### config.mk
export PLATFORM = sky130hd
export DESIGN_NAME = fcs_host
export DESIGN_NICKNAME = d
export VERILOG_FILES = /design/src/core/fcs_bus_cycle.v /design/src/core/fcs_host.v
export VERILOG_INCLUDE_DIRS = /design/src /design/src/core
export SDC_FILE = /design/constraint.sdc
export NUM_CORES = 1
export LEC_CHECK = 0
export ABC_AREA = 1
export BUFFER_PORTS_ARGS = -buffer_cell sky130_fd_sc_hd__buf_2
export CORE_ASPECT_RATIO = 0.8
export CORE_UTILIZATION = 40
export CTS_CLUSTER_DIAMETER = 150
export DETAILED_ROUTE_END_ITERATION = 16
export SLEW_MARGIN = 10
export SYNTH_ARGS = -nofsm -noshare
export SYNTH_HDL_FRONTEND = slang
export SYNTH_SLANG_ARGS = --single-unit
export TNS_END_PERCENT = 10
### constraint.sdc
create_clock -name sys_clk -period 9.6 [get_ports sys_clk]
set_input_delay 0.48 -clock sys_clk [delete_from_list [all_inputs] [get_ports sys_clk]]
set_output_delay 0.48 -clock sys_clk [all_outputs]
set_load 0.01 [all_outputs]
### src/core/fcs_regs.vh
// command codes, addresses and timing constants for the flash command host
// assumes a byte-wide parallel flash with low-active strobes and 20 address bits
`ifndef FCS_REGS_VH
`define FCS_REGS_VH
`define FCS_ADDR_UNLOCK1   20'h00555
`define FCS_ADDR_UNLOCK2   20'h002AA
`define FCS_ADDR_ZERO      20'h00000
`define FCS_DATA_UNLOCK1   8'hAA
`define FCS_DATA_UNLOCK2   8'h55
`define FCS_CMD_RESET      8'hF0
`define FCS_CMD_AUTOSEL    8'h90
`define FCS_CMD_PROGRAM    8'hA0
`define FCS_CMD_BYPASS     8'h20
`define FCS_CMD_BYP_EXIT2  8'h00
`define FCS_CMD_ERASE_SET  8'h80
`define FCS_CMD_CHIP_ERASE 8'h10
`define FCS_CMD_SECT_ERASE 8'h30
`define FCS_CMD_SUSPEND    8'hB0
`define FCS_CMD_RESUME     8'h30
`define FCS_ASEL_MAKER     20'h00000
`define FCS_ASEL_DEVICE    20'h00001
`define FCS_ASEL_PROTECT   20'h00002
`define FCS_SECT_LSB       13
`define FCS_POLL_BIT       7
`define FCS_TFAIL_BIT      5
`define FCS_OP_W           4
`define FCS_OP_READ        4'h0
`define FCS_OP_RESET       4'h1
`define FCS_OP_ASEL        4'h2
`define FCS_OP_PROG        4'h3
`define FCS_OP_BYP_ENTER   4'h4
`define FCS_OP_BYP_PROG    4'h5
`define FCS_OP_BYP_EXIT    4'h6
`define FCS_OP_CHIP_ERASE  4'h7
`define FCS_OP_SECT_ERASE  4'h8
`define FCS_OP_SUSPEND     4'h9
`define FCS_OP_RESUME      4'hA
`define FCS_SUSPEND_NS     20000
`define FCS_CLK_NS         100
`endif

### src/core/fcs_bus_cycle.v
// one bus cycle on the flash pins: write or read, strobes framed by the host
// assumes strobes, address and data are launched from flops of this module
`timescale 1ns/1ps
`include "fcs_regs.vh"
module fcs_bus_cycle #(
  parameter AW  = 20,
  parameter PH  = 2
) (
  input  wire          sys_clk,
  input  wire          reset,
  input  wire          go,
  input  wire          wr,
  input  wire [AW-1:0] addr,
  input  wire [7:0]    wdata,
  input  wire [7:0]    dq_in_sync,
  output reg           done_r,
  output reg  [7:0]    rdata_r,
  output reg           ce_n_r,
  output reg           we_n_r,
  output reg           oe_n_r,
  output reg  [AW-1:0] a_r,
  output reg  [7:0]    dq_out_r,
  output reg           dq_oe_n_r
);
  localparam S_IDLE = 2'd0;
  localparam S_STRB = 2'd1;
  localparam S_HOLD = 2'd2;
  localparam S_GAP  = 2'd3;
  // strobe width of PH+1 cycles, then PH+1 cycles recovery so pipelined reads stay fresh
  localparam CW = 4;
  reg [1:0]    st_r;
  reg [CW-1:0] cnt_r;
  reg          wr_r;
  always @(posedge sys_clk or posedge reset) begin
    if (reset) begin
      st_r      <= S_IDLE;
      cnt_r     <= {CW{1'b0}};
      wr_r      <= 1'b0;
      done_r    <= 1'b0;
      rdata_r   <= 8'h00;
      ce_n_r    <= 1'b1;
      we_n_r    <= 1'b1;
      oe_n_r    <= 1'b1;
      a_r       <= {AW{1'b0}};
      dq_out_r  <= 8'h00;
      dq_oe_n_r <= 1'b1;
    end else begin
      done_r <= 1'b0;
      case (st_r)
        S_IDLE: begin
          if (go) begin
            // address set up before the strobe falls, captured at that edge
            a_r       <= addr;
            dq_out_r  <= wdata;
            dq_oe_n_r <= ~wr;
            wr_r      <= wr;
            ce_n_r    <= 1'b0;
            st_r      <= S_STRB;
            cnt_r     <= {CW{1'b0}};
          end
        end
        S_STRB: begin
          we_n_r <= ~wr_r;
          oe_n_r <= wr_r;
          cnt_r  <= cnt_r + 1'b1;
          if (cnt_r == PH[CW-1:0]) begin
            st_r  <= S_HOLD;
          end
        end
        S_HOLD: begin
          // data held past the rising strobe edge where the device takes it
          rdata_r <= dq_in_sync;
          we_n_r  <= 1'b1;
          oe_n_r  <= 1'b1;
          st_r    <= S_GAP;
          cnt_r   <= {CW{1'b0}};
        end
        default: begin
          ce_n_r    <= 1'b1;
          dq_oe_n_r <= 1'b1;
          cnt_r     <= cnt_r + 1'b1;
          if (cnt_r == PH[CW-1:0]) begin
            st_r   <= S_IDLE;
            done_r <= 1'b1;
          end
        end
      endcase
    end
  end
endmodule

### src/core/fcs_host.v
// host controller that issues command sequences to a byte-wide parallel flash
// assumes user orders come from logic on sys_clk; flash pins are asynchronous
// How it works
// - multi-cycle commands issued outside bypass start with AA at 555 then 55 at 2AA
// - F0 written anywhere returns the flash to array reading
// - 90 at 555 after unlocks, then read X00, X01 or X02 with sector
// - program: unlocks, A0 at 555, then byte at target
// - bypass entered with 20 at 555; then A0 and target byte only
// - bypass left with 90 then 00 at any address
// - erase: unlocks, 80, unlocks, then 10 at 555 or 30 at sector
// - after polling bit turns true, take data from a later read
// - after timeout_fail_bit high, re-read polling bit before declaring failure
`timescale 1ns/1ps
`include "fcs_regs.vh"
module fcs_host #(
  parameter AW        = 20,
  parameter PH        = 2,
  parameter POLL_MAX  = 16'hFFFF
) (
  input  wire                sys_clk,
  input  wire                reset,
  input  wire                op_valid,
  input  wire [`FCS_OP_W-1:0] op_code,
  input  wire [AW-1:0]       op_addr,
  input  wire [7:0]          op_data,
  input  wire                poll_en,
  output reg                 op_ready_r,
  output reg                 op_done_r,
  output reg                 op_fail_r,
  output reg  [7:0]          op_rdata_r,
  output reg                 flash_busy_r,
  output wire                ce_n,
  output wire                we_n,
  output wire                oe_n,
  output wire [AW-1:0]       a,
  output wire [7:0]          dq_out,
  output wire                dq_oe_n,
  input  wire [7:0]          dq_in,
  input  wire                ready_busy_out
);
  localparam S_IDLE = 3'd0;
  localparam S_SEQ  = 3'd1;
  localparam S_WAIT = 3'd2;
  localparam S_POLL = 3'd3;
  localparam S_CHK  = 3'd4;
  localparam S_FIN  = 3'd5;
  localparam SUSP_CYC = `FCS_SUSPEND_NS / `FCS_CLK_NS;
  reg [7:0]    dq_s1_r;
  reg [7:0]    dq_s2_r;
  reg          rb_s1_r;
  reg          rb_s2_r;
  reg [2:0]    st_r;
  reg [2:0]    idx_r;
  reg [2:0]    len_r;
  reg [`FCS_OP_W-1:0] op_r;
  reg [AW-1:0] addr_r;
  reg [7:0]    data_r;
  reg          poll_r;
  reg          tf_seen_r;
  reg [15:0]   pcnt_r;
  reg          go_r;
  reg          wr_r;
  reg [AW-1:0] ca_r;
  reg [7:0]    cd_r;
  wire         cyc_done;
  wire [7:0]   cyc_rdata;
  reg [AW-1:0] step_a;
  reg [7:0]    step_d;
  reg          step_wr;
  // two-flop sync of flash outputs before any use
  always @(posedge sys_clk or posedge reset) begin
    if (reset) begin
      dq_s1_r <= 8'h00;
      dq_s2_r <= 8'h00;
      rb_s1_r <= 1'b1;
      rb_s2_r <= 1'b1;
    end else begin
      dq_s1_r <= dq_in;
      dq_s2_r <= dq_s1_r;
      rb_s1_r <= ready_busy_out;
      rb_s2_r <= rb_s1_r;
    end
  end
  function [2:0] seq_len;
    input [`FCS_OP_W-1:0] op;
    begin
      case (op)
        `FCS_OP_READ, `FCS_OP_RESET, `FCS_OP_SUSPEND, `FCS_OP_RESUME: seq_len = 3'd1;
        `FCS_OP_BYP_PROG, `FCS_OP_BYP_EXIT:                         seq_len = 3'd2;
        `FCS_OP_BYP_ENTER:                                          seq_len = 3'd3;
        `FCS_OP_ASEL, `FCS_OP_PROG:                                 seq_len = 3'd4;
        default:                                                    seq_len = 3'd6;
      endcase
    end
  endfunction
  // address and data of step idx for the held order
  always @* begin
    step_wr = 1'b1;
    step_a  = `FCS_ADDR_UNLOCK1;
    step_d  = `FCS_DATA_UNLOCK1;
    if (op_r == `FCS_OP_READ) begin
      step_wr = 1'b0;
      step_a  = addr_r;
    end else if (op_r == `FCS_OP_RESET) begin
      step_d  = `FCS_CMD_RESET;
    end else if (op_r == `FCS_OP_SUSPEND) begin
      step_d  = `FCS_CMD_SUSPEND;
    end else if (op_r == `FCS_OP_RESUME) begin
      step_d  = `FCS_CMD_RESUME;
    end else if (op_r == `FCS_OP_BYP_PROG) begin
      step_d = (idx_r == 3'd0) ? `FCS_CMD_PROGRAM : data_r;
      step_a = (idx_r == 3'd0) ? `FCS_ADDR_ZERO : addr_r;
    end else if (op_r == `FCS_OP_BYP_EXIT) begin
      step_d = (idx_r == 3'd0) ? `FCS_CMD_AUTOSEL : `FCS_CMD_BYP_EXIT2;
      step_a = `FCS_ADDR_ZERO;
    end else if (idx_r == 3'd1 || idx_r == 3'd4) begin
      step_a = `FCS_ADDR_UNLOCK2;
      step_d = `FCS_DATA_UNLOCK2;
    end else if (idx_r == 3'd2) begin
      case (op_r)
        `FCS_OP_ASEL:      step_d = `FCS_CMD_AUTOSEL;
        `FCS_OP_PROG:      step_d = `FCS_CMD_PROGRAM;
        `FCS_OP_BYP_ENTER: step_d = `FCS_CMD_BYPASS;
        default:           step_d = `FCS_CMD_ERASE_SET;
      endcase
    end else if (idx_r == 3'd3 && op_r == `FCS_OP_ASEL) begin
      step_wr = 1'b0;
      step_a  = addr_r;
    end else if (idx_r == 3'd3 && op_r == `FCS_OP_PROG) begin
      step_a = addr_r;
      step_d = data_r;
    end else if (idx_r == 3'd5) begin
      if (op_r == `FCS_OP_SECT_ERASE) begin
        step_a = addr_r;
        step_d = `FCS_CMD_SECT_ERASE;
      end else begin
        step_d = `FCS_CMD_CHIP_ERASE;
      end
    end
  end
  wire is_prog  = (op_r == `FCS_OP_PROG) || (op_r == `FCS_OP_BYP_PROG);
  wire is_erase = (op_r == `FCS_OP_CHIP_ERASE) || (op_r == `FCS_OP_SECT_ERASE);
  // judged on the byte caught inside the read strobe, not the idle bus after it
  wire pol_ok   = is_prog ? (cyc_rdata[`FCS_POLL_BIT] == data_r[`FCS_POLL_BIT])
                          : cyc_rdata[`FCS_POLL_BIT];
  always @(posedge sys_clk or posedge reset) begin
    if (reset) begin
      st_r         <= S_IDLE;
      idx_r        <= 3'd0;
      len_r        <= 3'd1;
      op_r         <= `FCS_OP_READ;
      addr_r       <= {AW{1'b0}};
      data_r       <= 8'h00;
      poll_r       <= 1'b0;
      tf_seen_r    <= 1'b0;
      pcnt_r       <= 16'h0000;
      go_r         <= 1'b0;
      wr_r         <= 1'b0;
      ca_r         <= {AW{1'b0}};
      cd_r         <= 8'h00;
      op_ready_r   <= 1'b0;
      op_done_r    <= 1'b0;
      op_fail_r    <= 1'b0;
      op_rdata_r   <= 8'h00;
      flash_busy_r <= 1'b0;
    end else begin
      go_r         <= 1'b0;
      op_done_r    <= 1'b0;
      flash_busy_r <= ~rb_s2_r;
      case (st_r)
        S_IDLE: begin
          op_ready_r <= 1'b1;
          if (op_valid && op_ready_r) begin
            op_ready_r <= 1'b0;
            op_r       <= op_code;
            addr_r     <= op_addr;
            data_r     <= op_data;
            poll_r     <= poll_en;
            len_r      <= seq_len(op_code);
            idx_r      <= 3'd0;
            op_fail_r  <= 1'b0;
            tf_seen_r  <= 1'b0;
            pcnt_r     <= 16'h0000;
            st_r       <= S_SEQ;
          end
        end
        S_SEQ: begin
          go_r <= 1'b1;
          wr_r <= step_wr;
          ca_r <= step_a;
          cd_r <= step_d;
          st_r <= S_WAIT;
        end
        S_WAIT: begin
          if (cyc_done) begin
            op_rdata_r <= cyc_rdata;
            if (idx_r + 3'd1 < len_r) begin
              idx_r <= idx_r + 3'd1;
              st_r  <= S_SEQ;
            end else if (poll_r && (is_prog || is_erase)) begin
              st_r <= S_POLL;
            end else if (op_r == `FCS_OP_SUSPEND) begin
              pcnt_r <= 16'h0000;
              st_r   <= S_CHK;
            end else begin
              st_r <= S_FIN;
            end
          end
        end
        S_POLL: begin
          go_r <= 1'b1;
          wr_r <= 1'b0;
          ca_r <= addr_r;
          st_r <= S_CHK;
        end
        S_CHK: begin
          if (op_r == `FCS_OP_SUSPEND) begin
            pcnt_r <= pcnt_r + 16'h0001;
            if (pcnt_r == SUSP_CYC[15:0]) begin
              st_r <= S_FIN;
            end
          end else if (cyc_done) begin
            pcnt_r <= pcnt_r + 16'h0001;
            if (pol_ok) begin
              // polling bit may settle before the rest; take a fresh read
              op_r  <= `FCS_OP_READ;
              len_r <= 3'd1;
              idx_r <= 3'd0;
              poll_r <= 1'b0;
              st_r  <= S_SEQ;
            end else if (tf_seen_r || pcnt_r == POLL_MAX) begin
              op_fail_r <= 1'b1;
              op_r  <= `FCS_OP_RESET;
              len_r <= 3'd1;
              idx_r <= 3'd0;
              poll_r <= 1'b0;
              st_r  <= S_SEQ;
            end else begin
              tf_seen_r <= cyc_rdata[`FCS_TFAIL_BIT];
              st_r <= S_POLL;
            end
          end
        end
        default: begin
          op_done_r  <= 1'b1;
          op_ready_r <= 1'b1;
          st_r       <= S_IDLE;
        end
      endcase
    end
  end
  fcs_bus_cycle #(
    .AW (AW),
    .PH (PH)
  ) u_cyc (
    .sys_clk    (sys_clk),
    .reset      (reset),
    .go         (go_r),
    .wr         (wr_r),
    .addr       (ca_r),
    .wdata      (cd_r),
    .dq_in_sync (dq_s2_r),
    .done_r     (cyc_done),
    .rdata_r    (cyc_rdata),
    .ce_n_r     (ce_n),
    .we_n_r     (we_n),
    .oe_n_r     (oe_n),
    .a_r        (a),
    .dq_out_r   (dq_out),
    .dq_oe_n_r  (dq_oe_n)
  );
endmodule

; ---- Word level (Yosys, flattened, before mapping)
; Memories as Yosys holds them, arrays and structs flattened.
; Index checks and enable logic that the tools add are counted.
[op_classes]
add_sub_neg = 3
magnitude_cmp = 1
eq_ne = 41
muxes = 114
n_bitwise = 4
reduce_logical = 34
[op_table]
columns = operator, n
row1 = $mux 20, 13
row2 = $mux 16, 7
row3 = $mux 8, 13
row4 = $mux 3, 19
row5 = $pmux 16 s3, 1
row6 = $pmux 20 s2, 1
row7 = $mux 1, 32
row8 = $mux 4, 6
row9 = $pmux 8 s3, 1
row10 = $ne 2x2->1 const B, 10
row11 = $pmux 1 s2, 9
row12 = $add 16x1->16 const B, 1
row13 = $eq 16x16->1 const B, 1
row14 = $eq 16x8->1 const B, 1
row15 = $eq 4x3->1 const B, 4
row16 = $pmux 4 s2, 2
row17 = $pmux 3 s5, 1
row18 = $reduce_and 7->1, 2
row19 = $eq 3x2->1 const B, 4
row20 = $eq 4x2->1 const B, 3
row21 = $eq 4x4->1 const B, 3
row22 = $reduce_and 6->1, 2
row23 = $mux 2, 5
row24 = $eq 3x3->1 const B, 3
row25 = other kinds (31), 53
[totals]
ff_bits = 167
mem_bits_ro = 48
input_bits = 45
out_inout_bits = 44
wordCells = 231
n_memories = 1
[memory_table]
columns = name, words, width, rd, rd_ports_with_merged_regs, wr, line_no
row1 = (name not given), 16, 3, 1, 0, 0, fcs_host.v:87  ; case (op)

; ---- Longest topological paths before layout
[logic_depth]
word_depth = 14
depth_mapped = 13
ltp_nobuf = 13

; ---- By module
; From an unflattened synthesis, not the netlist that was laid out.
[hier_totals]
cells_unflattened = 859
hier_area_um2 = 7893.8
[modules_own_cells]
columns = module, n_inst, cells_per_inst, area_per_inst_um2, seq_area_each_um2
row1 = fcs_host, 1, 696, 5831.8, 2981.6
row2 = fcs_bus_cycle, 1, 163, 2062.0, 1206.2

; ---- Worst setup path after synthesis
; Ideal clock, no wire load.
[synth_timing]
path_kind = register -> register
startpoint = reg idx_r[0]
endpoint = reg idx_r[0]
setup_ps = 122
arrival_time_ps = 1878
setup_slack_ps = 7601
stages_incl_launch_ff = 13
n_path_buf = 0
period_less_slack_ps = 1999
cell_sequence = dfrtp_1 ha_1 ha_1 inv_1 ha_1 a21oi_1 nand2_1 nand2_1 inv_1 nor3_1 nand2_1 nand2_1 o21ai_1
[synth_between]
elab_chain_len = 4
[synth_rtl]
columns = item, line_no
row1 = from (decl), fcs_host.v:53  ; reg [2:0] idx_r;
row2 = from (signal assigned), fcs_host.v:198  ; idx_r <= idx_r + 3'd1;
row3 = $add 3x1->3 (*), "fcs_host.v:197, fcs_host.v:198"
row4 = $lt 3x3->1 or $mux 3 (tied branches), fcs_host.v:197  ; if (idx_r + 3'd1 < len_r) begin
row5 = $ne 2x2->1 (no source line) or $mux 3 (tied branches), --
row6 = $reduce_and 7->1 (no source line) or $pmux 3 s3 (tied branches), --
; Every way passes the cells marked *; elsewhere a longest branch is shown, timed or not. The select of a mux whose other input is x is not followed.
; A chain may end at the register's enable or synchronous reset.

; ---- Final worst setup path
[layout_timing]
startpoint = reg idx_r[0]
endpoint = reg pcnt_r[6]
[layout_between]
elab_chain_len = 4
[layout_rtl]
columns = item, line_no
row1 = $add 3x1->3, fcs_host.v:197
row2 = $lt 3x3->1, fcs_host.v:197
row3 = $ne 2x2->1 (no source line), --
row4 = $reduce_and 7->1 (no source line), --
row5 = to (signal assigned), fcs_host.v:218  ; pcnt_r <= pcnt_r + 16'h0001;
row6 = to (signal assigned), fcs_host.v:223  ; pcnt_r <= pcnt_r + 16'h0001;
row7 = to (decl), fcs_host.v:60  ; reg [15:0] pcnt_r;
; Every way passes these cells.

==> flow_summary.toml <==
[critical_path]
crit_buf_inv = 2
start_kind = "flip-flop"
cp_cell_sequence = "ha_1 -> ha_1 -> inv_1 -> ha_1 -> a21oi_1 -> nand2_1 -> nand2_1 -> nand2_1 -> nand2_4 -> inv_2 -> nand3_1 -> o21ai_0"
critPathSlowestCell = "dfrtp_1"
path_max_fanout = 24
path_delay_family = "adder cells"
worst_ep_required_time_ps = 9910
worstSetupPathType = "flip-flop to flip-flop"
cpPeakStageDelay_ps = 430
cp.arrival_ps = 2730
cp-end-kind = "flip-flop"

[routing]
route.detailed.drc = 0
wl_per_cell_um = 14.0
vias = 5982
drt_first_pass_iters = 5
postRouteWirelength_mm = 17.3
viasPerCell = 4.84
detail-route-antenna-nets = 0
drt_iter0_drc = 318

[placement]
numPortBuffers = 88
dp_hpwl_mm = 12.1
place_congestion = 0.871
preCtsSetupSlack_ps = 7210

[final_layout]
final_common_cell = "nand2_1"
fill_cells = 1845
final_cell_mix = "nand2_1 (237), dfrtp_1 (160), buf_2 (88)"
drive_gt1_share_pct = 18.4
nets = 1026
areaGrowthSynthToFinish_pct = 16.8
diodes = 0

[timing]
drv_slew = 0
tightest_slew_ps = 940
fin_ws_ps = 7180
setup_tns_ps = 0
slew_headroom_pct = 37.3
fin_crit_ps = 2420
min_period_over_period_pct = 25.2
fmax_mhz = 414
grt_setup_unrepaired = "no"
hold_viol = 0
fin_skew_ps = 9.99
setup_viol = 0

[synthesis]
syn_inst = 879
ys_types = 42
ys_seq_area_share_pct = 54.2
yosysWarnings = 0
syn-mean-instance-area_um2 = 8.78
ys_ff_latch = 167
synth_fp_nets = 941
synth_top_cell_area_share_pct = 51.9
yosysTopAreaCell = "dfrtp_1"
netlist_area_mm2 = 0.00772
synth_area_leaders = "dfrtp_1 (52%), nand2_1 (12%), inv_1 (4.0%), o21ai_0 (3.7%), nor2_1 (3.7%)"

[cts]
clk_latency_ps = 430
cts_buffers = 17
cts_setup_buffers = 0
path_clk_slew_ps = 70
clock-sinks = 167
cts_hold_buf = 0
root_buffer = "clkbuf_16"
tritoncts = "built"
cts_buffer_depth = 2
cts.repair.resized = 0
ctsHtreeMaxLevel = 4

[floorplan]
start_util_pct = 40.8
die_h_um = 126
dieArea_mm2 = 0.0199
design.portCount = 89
num_rows = 45
die_w_um = 157
core-area_mm2 = 0.0189

[global_routing]
overflow = 0
grt_antenna_before_repair = 0
track_usage_pct = 18.9
grt_first_pass_wirelength_mm = 29.1
grt_pass1_vias = 5619
grt_max_degree = 95

[power]
p_total_w = 0.00147
total_leakage_power_nw = 4.70
power_per_cell_area_mw_per_mm2 = 163
vdd_ir_drop_max_mv = 0.101

[outcome]
outcome = "completed"

[run]
drv_cap = 0

[worst_hold_path]
hold_class = "input port to flip-flop"
power by group:
group          internal (W)   total, W  switching, W
combinational    0.00000810  0.0000270     0.0000189
sequential         0.000708   0.000709   0.000000978
clock              0.000424   0.000730      0.000306
Yosys cell counts:
| cell type | number |
|---|---|
| nand2_4 | 1 |
| a21oi_1 | 38 |
| nor3_2 | 2 |
| o22ai_1 | 4 |
| o31ai_2 | 7 |
| a41oi_1 | 1 |
| mux2_2 | 7 |
| buf_4 | 1 |
| nand4_1 | 3 |
| clkbuf_1 | 17 |
| mux2_1 | 14 |
| ha_1 | 17 |
| a22oi_1 | 1 |
| buf_6 | 2 |
| nand3_2 | 2 |
| nor4_1 | 3 |
| nand2_2 | 7 |
| inv_1 | 83 |
| dfrtp_1 | 160 |
| o21ai_1 | 16 |
| nand3b_1 | 1 |
| xor2_1 | 11 |
| nor2_2 | 3 |
| nor3b_1 | 1 |
| nor3_1 | 6 |
| a21boi_1 | 2 |
| inv_2 | 15 |
| o21a_1 | 2 |
| or2_2 | 2 |
| buf_2 | 4 |
| o31ai_1 | 4 |
| o211ai_1 | 2 |
| nor2_4 | 3 |
| o21ai_0 | 57 |
| nor2_1 | 76 |
| xnor2_1 | 3 |
| nand3_1 | 53 |
| o311ai_0 | 1 |
| nor3_4 | 1 |
| nand2_1 | 237 |
| a31oi_1 | 2 |
| dfstp_2 | 7 |
routing by layer:
layer / up-vias / global-route usage [%] / wire (um)
li1: 3003 / - / -
met1: 2848 / 30.3 / 9350
met2: 125 / 25.2 / 7040
met3: 6 / 4.16 / 781
met4: 0 / 4.51 / 101
met5: - / 0 / 0
final cells by class:
class / count / area, um^2 / area share (%)
Multi-Input combinational cell: 590 / 3050 / 33.8
Timing Repair Buffer: 90 / 455 / 5.05
Inverter: 98 / 373 / 4.13
Clock buffer: 18 / 439 / 4.87
Clock inverter: 14 / 190 / 2.11
Tap cell: 258 / 323 / 3.58
Sequential cell: 167 / 4190 / 46.4
through the flow:
step	hold slack (ps)	cell area (um^2)	util, %	std cells
finish	145	9020	47.7	1235
global placement	334	8390	44.4	1203
floorplan	331	7720	-	879
detailed placement	336	8390	44.4	1203
global route	126	9020	47.7	1235
CTS	128	9020	47.7	1235
logic make-up (layout without fill, tap and decap cells):
kind of cell             count (synthesis)  count (layout)  synth area share (%)
flip-flops                             167             167                  54.2
AO/OA/AOI/OAI                          137             137                  10.1
buffers and inverters                  122             220                  6.24
XOR/XNOR                                14              14                  1.59
multiplexers                            21              21                  3.06
adder cells (fa/ha/maj)                 17              17                  2.75
AND/OR/NAND/NOR                        401             401                  22.0
registers in the layout, summed over array words and instances (netlist names), 2 cells and up:
name            count
addr_r             20
ca_r               20
u_cyc.a_r          20
pcnt_r             16
cd_r                8
data_r              8
dq_s1_r             8
dq_s2_r             8
op_rdata_r          8
u_cyc.dq_out_r      8
u_cyc.rdata_r       8
op_r                4
u_cyc.cnt_r         4
idx_r               3
len_r               3
st_r                3
u_cyc.st_r          2
path summary, 6_finish.rpt:
kind	slack, ps	endpoint	depth (start not counted)	startpoint
min in group asynchronous	210	dq_s2_r[1]	2	reset
hold reg to reg	350	dq_s2_r[5]	0	dq_s1_r[5]
setup / recovery	7180	pcnt_r[6]	12	idx_r[0]
setup reg to reg	7180	pcnt_r[6]	12	idx_r[0]
hold / removal	140	dq_s1_r[5]	1	dq_in[5]
max in group asynchronous	7900	addr_r[7]	3	reset
No activity file was read; power rests on OpenSTA's default activity.
